==> src/shared/npe_pkg.sv <==
// constants and types shared by the nand page ecc engine
package npe_pkg;

  // register byte offsets on the bus
  localparam logic [7:0] NPE_OFF_CTRL    = 8'h00;
  localparam logic [7:0] NPE_OFF_MODE    = 8'h04;
  localparam logic [7:0] NPE_OFF_FLAGS_A = 8'h08;
  localparam logic [7:0] NPE_OFF_PAR0    = 8'h0C;
  localparam logic [7:0] NPE_OFF_PAR1    = 8'h10;
  localparam logic [7:0] NPE_OFF_FLAGS_B = 8'h14;
  localparam logic [7:0] NPE_OFF_PAR2    = 8'h18;
  localparam logic [7:0] NPE_OFF_PAR15   = 8'h4C;

  // control and mode field positions
  localparam int NPE_CR_PAR_RST  = 0;
  localparam int NPE_CR_SOFT_RST = 1;
  localparam int NPE_MR_PAGE_LSB = 0;
  localparam int NPE_MR_GRAN_LSB = 4;
  localparam logic [1:0] NPE_MODE_RST = 2'h0;

  // flag nibble layout per sector
  localparam int NPE_FL_REC = 0;
  localparam int NPE_FL_ECC = 1;
  localparam int NPE_FL_MUL = 2;

  // flash command codes that start a page computation
  localparam logic [7:0] NPE_CMD_READ = 8'h00;
  localparam logic [7:0] NPE_CMD_PROG = 8'h80;

  // correction granularity encodings
  localparam logic [1:0] NPE_GRAN_PAGE = 2'h0;
  localparam logic [1:0] NPE_GRAN_256  = 2'h1;
  localparam logic [1:0] NPE_GRAN_512  = 2'h2;

  // sizes as log2 of word counts
  localparam logic [3:0] NPE_MAIN_LOG2_MIN = 4'h9;
  localparam logic [3:0] NPE_SEC256_LOG2   = 4'h8;
  localparam logic [3:0] NPE_SEC512_LOG2   = 4'h9;

  // code layout: low half parity, high half inverted parity
  localparam int NPE_ROW_LSB  = 4;
  localparam int NPE_ROW_BITS = 12;
  localparam int NPE_COL_BITS = 4;
  localparam logic [3:0][15:0] NPE_COL_MASK = {16'hFF00, 16'hF0F0, 16'hCCCC, 16'hAAAA};
  localparam logic [15:0] NPE_BYTE_MASK = 16'h00FF;
  localparam logic [15:0] NPE_WORD_MASK = 16'hFFFF;
  localparam logic [1:0]  NPE_SP_LAST_8  = 2'h3;
  localparam logic [1:0]  NPE_SP_LAST_16 = 2'h1;

  // bus response codes
  localparam logic [1:0] NPE_RESP_OKAY   = 2'h0;
  localparam logic [1:0] NPE_RESP_SLVERR = 2'h2;

  // page tracking states, gray along idle-cmd-addr-data-spare-done
  typedef enum logic [2:0] {
    NPE_IDLE  = 3'h0,
    NPE_CMD   = 3'h1,
    NPE_ADDR  = 3'h3,
    NPE_DATA  = 3'h2,
    NPE_SPARE = 3'h6,
    NPE_DONE  = 3'h4
  } npe_state_t;

endpackage : npe_pkg

==> src/hdl/npe_nand_page_ecc.sv <==
// nand page ecc engine: flash bus monitor, parity, checker and register slave
//
// Added by the designer: the address map and register access over AXI4-Lite.
`timescale 1ns/1ns

module npe_nand_page_ecc
  import npe_pkg::*;
#(
  parameter int NUM_SECTORS = 16            // parity registers available
) (
  input  wire logic        ref_clk,          // system clock
  input  wire logic        sys_rst,          // synchronous reset, active high
  input  wire logic        flash_cle,        // command latch enable seen on the bus
  input  wire logic        flash_ale,        // address latch enable seen on the bus
  input  wire logic        flash_wr_stb,     // one-cycle write strobe to the flash
  input  wire logic        flash_rd_stb,     // one-cycle read strobe from the flash
  input  wire logic [15:0] flash_data,       // flash data bus as sampled
  input  wire logic        flash_wide,       // high for 16-bit flash organisation
  input  wire logic [7:0]  s_axi_awaddr,
  input  wire logic        s_axi_awvalid,
  output logic             s_axi_awready,
  input  wire logic [31:0] s_axi_wdata,
  input  wire logic [3:0]  s_axi_wstrb,
  input  wire logic        s_axi_wvalid,
  output logic             s_axi_wready,
  output logic [1:0]       s_axi_bresp,
  output logic             s_axi_bvalid,
  input  wire logic        s_axi_bready,
  input  wire logic [7:0]  s_axi_araddr,
  input  wire logic        s_axi_arvalid,
  output logic             s_axi_arready,
  output logic [31:0]      s_axi_rdata,
  output logic [1:0]       s_axi_rresp,
  output logic             s_axi_rvalid,
  input  wire logic        s_axi_rready
);

  // whole state of the block
  typedef struct packed {
    npe_state_t       st;        // page tracking state
    logic             is_read;   // page read rather than program
    logic [12:0]      cnt;       // main-area word counter
    logic [3:0]       sec;       // sector being accumulated
    logic [15:0]      acc_p;     // running parity
    logic [15:0]      acc_n;     // running inverted parity
    logic [1:0]       sp_cnt;    // spare units gathered for this code
    logic [3:0]       sp_sec;    // sector whose stored code is gathered
    logic [31:0]      stored;    // stored code shift register
    logic [15:0][31:0] code;     // parity results per sector
    logic [15:0][2:0] flags;     // {mul, ecc, rec} per sector
    logic [1:0]       page_sel;  // page_words_sel
    logic [1:0]       gran;      // correction_granularity
    logic             aw_have;   // write address held
    logic [7:0]       awaddr;
    logic             w_have;    // write data held
    logic [31:0]      wdata;
    logic [3:0]       wstrb;
    logic             bvalid;
    logic [1:0]       bresp;
    logic             rvalid;
    logic [31:0]      rdata;
    logic [1:0]       rresp;
  } npe_regs_t;

  npe_regs_t q;                  // registered state
  npe_regs_t d;                  // next state

  // log2 of words per code: sector size only for 8-bit flash
  function automatic logic [3:0] sec_log2(input logic [1:0] pg, input logic [1:0] gr,
                                          input logic wd);
    logic [3:0] m;
    m = NPE_MAIN_LOG2_MIN + {2'h0, pg};
    if (!wd && gr == NPE_GRAN_256) begin
      sec_log2 = NPE_SEC256_LOG2;
    end else if (!wd && gr == NPE_GRAN_512) begin
      sec_log2 = NPE_SEC512_LOG2;
    end else begin
      sec_log2 = m;
    end
  endfunction : sec_log2

  // code bits that carry meaning for a given sector size and width
  function automatic logic [15:0] code_mask(input logic [3:0] sl, input logic wd);
    code_mask = '0;
    for (int i = 0; i < NPE_ROW_BITS; i++) begin
      code_mask[NPE_ROW_LSB + i] = (i < int'(sl));
    end
    code_mask[NPE_COL_BITS-1:0] = wd ? 4'hF : 4'h7;
  endfunction : code_mask

  // parity register offset to sector index, msb flags a hit
  function automatic logic [4:0] par_index(input logic [7:0] a);
    logic [7:0] k;
    k = (a - NPE_OFF_PAR2) >> 2;
    if (a == NPE_OFF_PAR0) begin
      par_index = 5'h10;
    end else if (a == NPE_OFF_PAR1) begin
      par_index = 5'h11;
    end else if (a >= NPE_OFF_PAR2 && a <= NPE_OFF_PAR15 && a[1:0] == 2'h0) begin
      par_index = {1'b1, 4'(k + 8'h02)};
    end else begin
      par_index = 5'h00;
    end
  endfunction : par_index

  // true for any mapped register offset
  function automatic logic reg_known(input logic [7:0] a);
    reg_known = (a == NPE_OFF_CTRL) || (a == NPE_OFF_MODE) || (a == NPE_OFF_FLAGS_A) ||
                (a == NPE_OFF_FLAGS_B) || (par_index(a) >= 5'h10);
  endfunction : reg_known

  // read data for one register; flags pack as nibbles, bit 3 reads zero
  function automatic logic [31:0] rd_word(input npe_regs_t r, input logic [7:0] a);
    logic [4:0] pi;
    pi = par_index(a);
    rd_word = '0;
    if (a == NPE_OFF_MODE) begin
      rd_word[NPE_MR_PAGE_LSB +: 2] = r.page_sel;
      rd_word[NPE_MR_GRAN_LSB +: 2] = r.gran;
    end else if (a == NPE_OFF_FLAGS_A || a == NPE_OFF_FLAGS_B) begin
      for (int s = 0; s < 8; s++) begin
        rd_word[4*s +: 3] = (a == NPE_OFF_FLAGS_A) ? r.flags[s] : r.flags[s + 8];
      end
    end else if (pi[4] && int'(pi[3:0]) < NUM_SECTORS) begin
      rd_word = r.code[pi[3:0]];
    end
  endfunction : rd_word

  // derived values for the page in flight
  logic        do_wr;            // a complete register write is performed
  logic        par_clr;          // write-one parity clear
  logic        soft_clr;         // write-one block soft reset
  logic        data_cyc;         // neither latch enable asserted
  logic        take;             // a main-area word is taken
  logic [15:0] dmask;            // bits valid in a word
  logic [15:0] dat;              // word with unused lanes removed
  logic        wx;               // parity of all bits of the word
  logic [3:0]  slog;             // log2 words per code
  logic [3:0]  mlog;             // log2 main-area words
  logic [12:0] sec_mask;         // word index bits within a sector
  logic [12:0] row;              // word index within the sector
  logic [3:0]  last_sec;         // index of the final sector
  logic [15:0] cmask;            // meaningful code bits
  logic [31:0] stored_n;         // stored code including this unit
  logic [31:0] syn;              // masked syndrome
  logic [15:0] loc;              // failing position from parity half

  assign dmask    = flash_wide ? NPE_WORD_MASK : NPE_BYTE_MASK;
  assign dat      = flash_data & dmask;
  assign wx       = ^dat;
  assign slog     = sec_log2(q.page_sel, q.gran, flash_wide);
  assign mlog     = NPE_MAIN_LOG2_MIN + {2'h0, q.page_sel};
  assign sec_mask = (13'h1 << slog) - 13'h1;
  assign row      = q.cnt & sec_mask;
  assign last_sec = 4'((16'h1 << (mlog - slog)) - 16'h1);
  assign cmask    = code_mask(slog, flash_wide);
  assign data_cyc = !flash_cle && !flash_ale;
  assign take     = data_cyc && (q.is_read ? flash_rd_stb : flash_wr_stb) &&
                    (q.st == NPE_ADDR || q.st == NPE_DATA);
  assign stored_n = flash_wide ? {dat, q.stored[31:16]} : {dat[7:0], q.stored[31:8]};
  assign syn      = (q.code[q.sp_sec] ^ stored_n) & {cmask, cmask};
  assign loc      = (q.code[q.sp_sec][15:0] ^ stored_n[15:0]) & cmask;

  // bus handshakes come straight from the holding flags
  assign s_axi_awready = !q.aw_have;
  assign s_axi_wready  = !q.w_have;
  assign s_axi_arready = !q.rvalid;
  assign s_axi_bvalid  = q.bvalid;
  assign s_axi_bresp   = q.bresp;
  assign s_axi_rvalid  = q.rvalid;
  assign s_axi_rdata   = q.rdata;
  assign s_axi_rresp   = q.rresp;

  // next-state logic: bus slave first, then clears, then hardware sets so sets win
  always_comb begin
    d        = q;
    do_wr    = 1'b0;
    par_clr  = 1'b0;
    soft_clr = 1'b0;

    // address and data are taken in either order and held until paired
    if (s_axi_awvalid && !q.aw_have) begin
      d.aw_have = 1'b1;
      d.awaddr  = s_axi_awaddr;
    end
    if (s_axi_wvalid && !q.w_have) begin
      d.w_have = 1'b1;
      d.wdata  = s_axi_wdata;
      d.wstrb  = s_axi_wstrb;
    end
    if (q.bvalid && s_axi_bready) begin
      d.bvalid = 1'b0;
    end
    // one write performed per response; a pending response stalls the next
    if (q.aw_have && q.w_have && !q.bvalid) begin
      do_wr     = 1'b1;
      d.aw_have = 1'b0;
      d.w_have  = 1'b0;
      d.bvalid  = 1'b1;
      d.bresp   = reg_known(q.awaddr) ? NPE_RESP_OKAY : NPE_RESP_SLVERR;
    end
    if (do_wr && q.wstrb[0] && q.awaddr == NPE_OFF_CTRL) begin
      par_clr  = q.wdata[NPE_CR_PAR_RST];
      soft_clr = q.wdata[NPE_CR_SOFT_RST];
    end
    if (do_wr && q.wstrb[0] && q.awaddr == NPE_OFF_MODE) begin
      d.page_sel = q.wdata[NPE_MR_PAGE_LSB +: 2];
      d.gran     = q.wdata[NPE_MR_GRAN_LSB +: 2];
    end

    // read answers one cycle after the address is taken
    if (q.rvalid && s_axi_rready) begin
      d.rvalid = 1'b0;
    end
    if (s_axi_arvalid && !q.rvalid) begin
      d.rvalid = 1'b1;
      d.rdata  = rd_word(q, s_axi_araddr);
      d.rresp  = reg_known(s_axi_araddr) ? NPE_RESP_OKAY : NPE_RESP_SLVERR;
    end

    // software clears; a soft reset also drops the mode and the page in flight
    if (soft_clr) begin
      d.st       = NPE_IDLE;
      d.flags    = '0;
      d.code     = '0;
      d.page_sel = NPE_MODE_RST;
      d.gran     = NPE_MODE_RST;
      d.acc_p    = '0;
      d.acc_n    = '0;
    end
    if (par_clr) begin
      d.code = '0;
    end

    // command latch: only read and program restart the engine
    if (flash_wr_stb && flash_cle) begin
      if (dat[7:0] == NPE_CMD_READ || dat[7:0] == NPE_CMD_PROG) begin
        d.st      = NPE_CMD;
        d.is_read = (dat[7:0] == NPE_CMD_READ);
        d.cnt     = '0;
        d.sec     = '0;
        d.acc_p   = '0;
        d.acc_n   = '0;
        d.sp_cnt  = '0;
        d.sp_sec  = '0;
        d.code    = '0;
        d.flags   = '0;
      end
    end else if (flash_wr_stb && flash_ale) begin
      // address cycles arm counting; stray addresses elsewhere are ignored
      if (q.st == NPE_CMD || q.st == NPE_ADDR) begin
        d.st = NPE_ADDR;
      end
    end else if (take) begin
      // first data cycle after the address opens the main area at word 0
      d.st = NPE_DATA;
      for (int i = 0; i < NPE_ROW_BITS; i++) begin
        if (i < int'(slog)) begin
          if (row[i]) begin
            d.acc_p[NPE_ROW_LSB + i] = q.acc_p[NPE_ROW_LSB + i] ^ wx;
          end else begin
            d.acc_n[NPE_ROW_LSB + i] = q.acc_n[NPE_ROW_LSB + i] ^ wx;
          end
        end
      end
      for (int k = 0; k < NPE_COL_BITS; k++) begin
        d.acc_p[k] = q.acc_p[k] ^ (^(dat & NPE_COL_MASK[k]));
        d.acc_n[k] = q.acc_n[k] ^ (^(dat & ~NPE_COL_MASK[k] & dmask));
      end
      d.cnt = q.cnt + 13'h1;
      // sector complete: bank its code, unused bits forced to zero, start the next
      if (row == sec_mask) begin
        if (int'(q.sec) < NUM_SECTORS) begin
          d.code[q.sec] = {d.acc_n & cmask, d.acc_p & cmask};
        end
        d.acc_p = '0;
        d.acc_n = '0;
        d.sec   = q.sec + 4'h1;
      end
      // end of main area: program results valid and frozen; reads go on to the spare area
      if (row == sec_mask && q.sec == last_sec) begin
        d.st = q.is_read ? NPE_SPARE : NPE_DONE;
      end
    end else if (data_cyc && flash_rd_stb && q.st == NPE_SPARE) begin
      // stored codes follow the main area, low byte of parity first
      d.stored = stored_n;
      d.sp_cnt = q.sp_cnt + 2'h1;
      if (q.sp_cnt == (flash_wide ? NPE_SP_LAST_16 : NPE_SP_LAST_8)) begin
        d.sp_cnt = '0;
        d.sp_sec = q.sp_sec + 4'h1;
        if (q.sp_sec == last_sec) begin
          d.st = NPE_DONE;
        end
        if (syn == 32'h0) begin
          d.flags[q.sp_sec] = 3'h0;
        end else if ((syn[15:0] ^ syn[31:16]) == cmask) begin
          // every pair disagrees once: one data bit, located by parity half
          d.flags[q.sp_sec]             = 3'h0;
          d.flags[q.sp_sec][NPE_FL_REC] = 1'b1;
          d.code[q.sp_sec]              = {16'h0, loc};
        end else if ($countones(syn) == 1) begin
          d.flags[q.sp_sec]             = 3'h0;
          d.flags[q.sp_sec][NPE_FL_ECC] = 1'b1;
        end else begin
          // double and worse errors cannot be located
          d.flags[q.sp_sec]             = 3'h0;
          d.flags[q.sp_sec][NPE_FL_MUL] = 1'b1;
          d.flags[q.sp_sec][NPE_FL_REC] = 1'b1;
        end
      end
    end
  end

  // single register stage for the whole state
  always_ff @(posedge ref_clk) begin
    if (sys_rst) begin
      q <= '0;
    end else begin
      q <= d;
    end
  end

endmodule : npe_nand_page_ecc

==> config.mk <==
export PLATFORM = sky130hd
export DESIGN_NAME = npe_nand_page_ecc
export DESIGN_NICKNAME = d
export VERILOG_FILES = /design/src/shared/npe_pkg.sv /design/src/hdl/npe_nand_page_ecc.sv
export SDC_FILE = /design/constraint.sdc
export NUM_CORES = 2
export LEC_CHECK = 0
export BUFFER_PORTS_ARGS = -buffer_cell sky130_fd_sc_hd__buf_4
export CAP_MARGIN = 10
export CORE_MARGIN = 1.5
export CORE_UTILIZATION = 35
export DETAILED_ROUTE_END_ITERATION = 7
export HOLD_SLACK_MARGIN = 0.08
export SLEW_MARGIN = 10
export SYNTH_ARGS = -nofsm -noshare
export SYNTH_HDL_FRONTEND = slang
export SYNTH_SLANG_ARGS = --single-unit
==> constraint.sdc <==
create_clock -name ref_clk -period 26.1 [get_ports ref_clk]
set_clock_uncertainty 0.05 [all_clocks]
set_input_delay 5.22 -clock ref_clk [delete_from_list [all_inputs] [get_ports ref_clk]]
set_output_delay 5.22 -clock ref_clk [all_outputs]
set_load 0.02 [all_outputs]
==> flow_summary.ini <==
[critical_path]
crit_arrival_ps = 13560
crit_path_end_kind = register
crit_path_top_delay_cell = mux2i_1
cp_common_cell = fa_1
rr_startpoint = q[682]
path_buf_inv = 4
worst_ep_required_time_ps = 26650
startpoint_type = primary input
r2r_cells = 22
critPathMaxStageDelay_ps = 1150
worstPathCellList = buf_4 -> mux2i_1 -> nor3_1 -> nor4_1 -> nand3_1 -> buf_4 -> fa_1 -> inv_1 -> fa_1 -> fa_1 -> fa_1 -> fa_1 -> inv_1 -> fa_1 -> ha_1 -> fa_1 -> nand3_1 -> o21ai_0 -> and4b_1 -> nor4_4 -> nand3_1 -> a311oi_1
reg2reg_to = q[96]
crit_fanout = 22
path_class = in -> reg
r2r_slack_ps = 16050
cp_top_family = adder cells

[cts]
cts_buffers = 87
clk_latency_ps = 710
htreeDepth = 3
post_cts_buffers = 0
clockRootBuffer = clkbuf_16
clkSinkCount = 697
hold_buffers = 0
clk_pin_slew_ps = 60
cts_tree = built
cts.path.max_buffers = 3
cts_resized = 0

[sta]
fmax_mhz = 76.9
finalMaxSlewViolations = 0
tns_ps = 0
final_hold_viol_count = 0
slew_headroom_pct = 3.90
setup_viol = 0
rsz0062_at_grt = false
hold_slack_ps = 406
tightest_slew_ps = 1440
period_needed_ps = 13010
period_share_pct = 49.8

[yosys]
seq_area_frac_synth_pct = 32.5
ys_ff_latch = 697
synth_cells = 5382
synth_cell_types = 83
yosys_most_used_dff = dfxtp_1
async_flop_share_pct = 0
synth_warnings = 0
syn_avg_cell_area_um2 = 7.98
syn_area_mm2 = 0.0429
synth_edf_count = 0

[detailed_routing]
routed_wl_um = 234000
wl_per_cell_um = 33.8
drtIter0Drc = 8143
first_pass_iters = 8
post-route-drc-count = 4
ant_nets = 0
vias_per_cell = 6.83
vias = 47297

[die]
die_x_um = 353
coreArea_mm2 = 0.122
die_h_um = 353
initial_utilization_pct = 35.3
die_area_mm2 = 0.125
ios = 121
fp-row-count = 128

[worst_hold_path]
hp-class = reg -> reg
whs_endpoint = q[82]
min_path_cells = 2
hold_start = q[82]

[power]
p_leak_nw = 16.5
vdd_drop_max_uv = 46.6
power.density_mw_per_mm2 = 57.2

[layout]
drive_above_1_share_pct = 12.6
multi_input_area_mm2 = 0.0268
nFillCells = 12437
synthToLayoutAreaGrowth_pct = 12.2
nNetsFinal = 5355
seq_area_mm2 = 0.0140

[status]
status = finished with violations
violations = DRC

[job]
drv_cap = 0

[place]
place_hpwl_um = 155000
portBuffers = 87
place_congestion = 1.09

[global_route]
antenna_found_initial = 22
grtUsageTotal_pct = 35.7
overflow = 0
grt_pass1_wl_um = 323000
grt_pass1_vias = 41774
grt_max_degree = 146
[worst min-delay path: cells and delay by family (launching register included)]
kind	cells	cell delay [ps]
compound gates	1	50
flops	1	300
simple gates	1	50
[logic make-up after synthesis]
kind of cell             Yosys count  share of synthesized area [%]
AO/OA/AOI/OAI                   1800                           28.7
XOR/XNOR                         129                           2.73
adder cells (fa/ha/maj)           54                           2.01
buffers and inverters            609                           6.13
flip-flops                       697                           32.5
multiplexers                     256                           8.49
other                              1                        0.00873
AND/OR/NAND/NOR                 1836                           19.5
[how the worst max path moves through the flow]
stage	startpoint	end	cells past startpoint
final	flash_wide	q[96]	22
after global routing	flash_wide	q[96]	22
after CTS	flash_wide	q[96]	22
after detailed placement	flash_wide	q[96]	22
after global placement	flash_wide	q[96]	22
after floorplan	flash_wide	q[101]	21
[Yosys cell counts, types with 23 or more instances]
cell type	instances	area [µm²]
mux2_2	28	315
o221ai_1	68	596
buf_1	50	188
clkbuf_1	395	1480
nor2b_1	132	826
nor3_1	65	325
and3_1	46	288
o211ai_1	64	480
nor2_1	395	1480
nand3_1	220	1100
nand4_1	23	144
buf_2	36	180
a22oi_1	205	1540
a21oi_1	340	1700
mux2i_1	144	1440
xnor2_1	77	674
a22o_1	155	1360
fa_1	25	500
ha_1	29	363
o22ai_1	32	200
and2_1	31	194
buf_4	50	375
dfxtp_1	697	14000
a211oi_1	219	1640
a31oi_1	108	676
xor2_1	48	420
inv_1	58	218
a311oi_1	72	631
mux4_2	84	1890
nand2_1	812	3050
o21ai_0	306	1530
nor4_1	23	144
[where the power goes]
group	internal, W	switching (W)	total [W]
Clock	0.000727	0.000539	0.00127
Combinational	0.000103	0.000314	0.000417
Sequential	0.00107	0.00000489	0.00107
Total	0.00190	0.000858	0.00276
[state kept, by name, summed over array words and instances, names as in the netlist]
name          cells
q               661
s_axi_rdata      32
s_axi_bresp       1
s_axi_bvalid      1
s_axi_rresp       1
s_axi_rvalid      1
[layout make-up]
type,count,area share [%]
antenna,9,0.0467
clock buffer,126,5.24
clock inverter,31,0.818
inverter,63,0.491
multi-input combinational,4077,55.5
sequential,697,29.0
tap,1625,4.22
timing repair buffer,295,4.70
[placed cells by master, fill, tap and decap left out, types with 29 or more instances in the layout]
cell type and count:
o211ai_1 64, xor2_1 47, o221ai_1 66, and2_1 30
nor2b_1 129, nor2_1 380, xnor2_1 75, a311oi_1 72
ha_1 29, nor3_1 58, inv_1 57, mux2i_1 144
and3_1 46, mux4_2 84, nand3_1 220, dfxtp_1 693
nand2_1 805, o22ai_1 30, o21ai_0 299, a31oi_1 108
buf_4 290, a22oi_1 205, clkbuf_16 89, a21oi_1 337
a211oi_1 219, a22o_1 155
[routing by layer]
layer / vias up / track usage [%] / wire [µm]
met5: - / 0.604 / 240
met4: 22 / 25.2 / 20300
met3: 949 / 13.7 / 33900
met2: 3847 / 49.2 / 91900
met1: 22852 / 45.2 / 87300
li1: 19627 / - / -
[stage by stage]
step	setup slack [ps]	std cells	power, W	instance area (µm²)	utilization (%)
2_1_floorplan	13700	5383	0.00132	43000	-
3_3_place_gp	12630	6756	0.00149	45200	37.2
3_5_place_dp	12720	6756	0.00149	45200	37.2
4_1_cts	13430	6913	0.00273	48200	39.6
5_1_grt	12990	6915	0.00281	48200	39.6
6_report	13090	6923	0.00276	48200	39.6
Note: power is estimated with default switching activity, not from simulation.
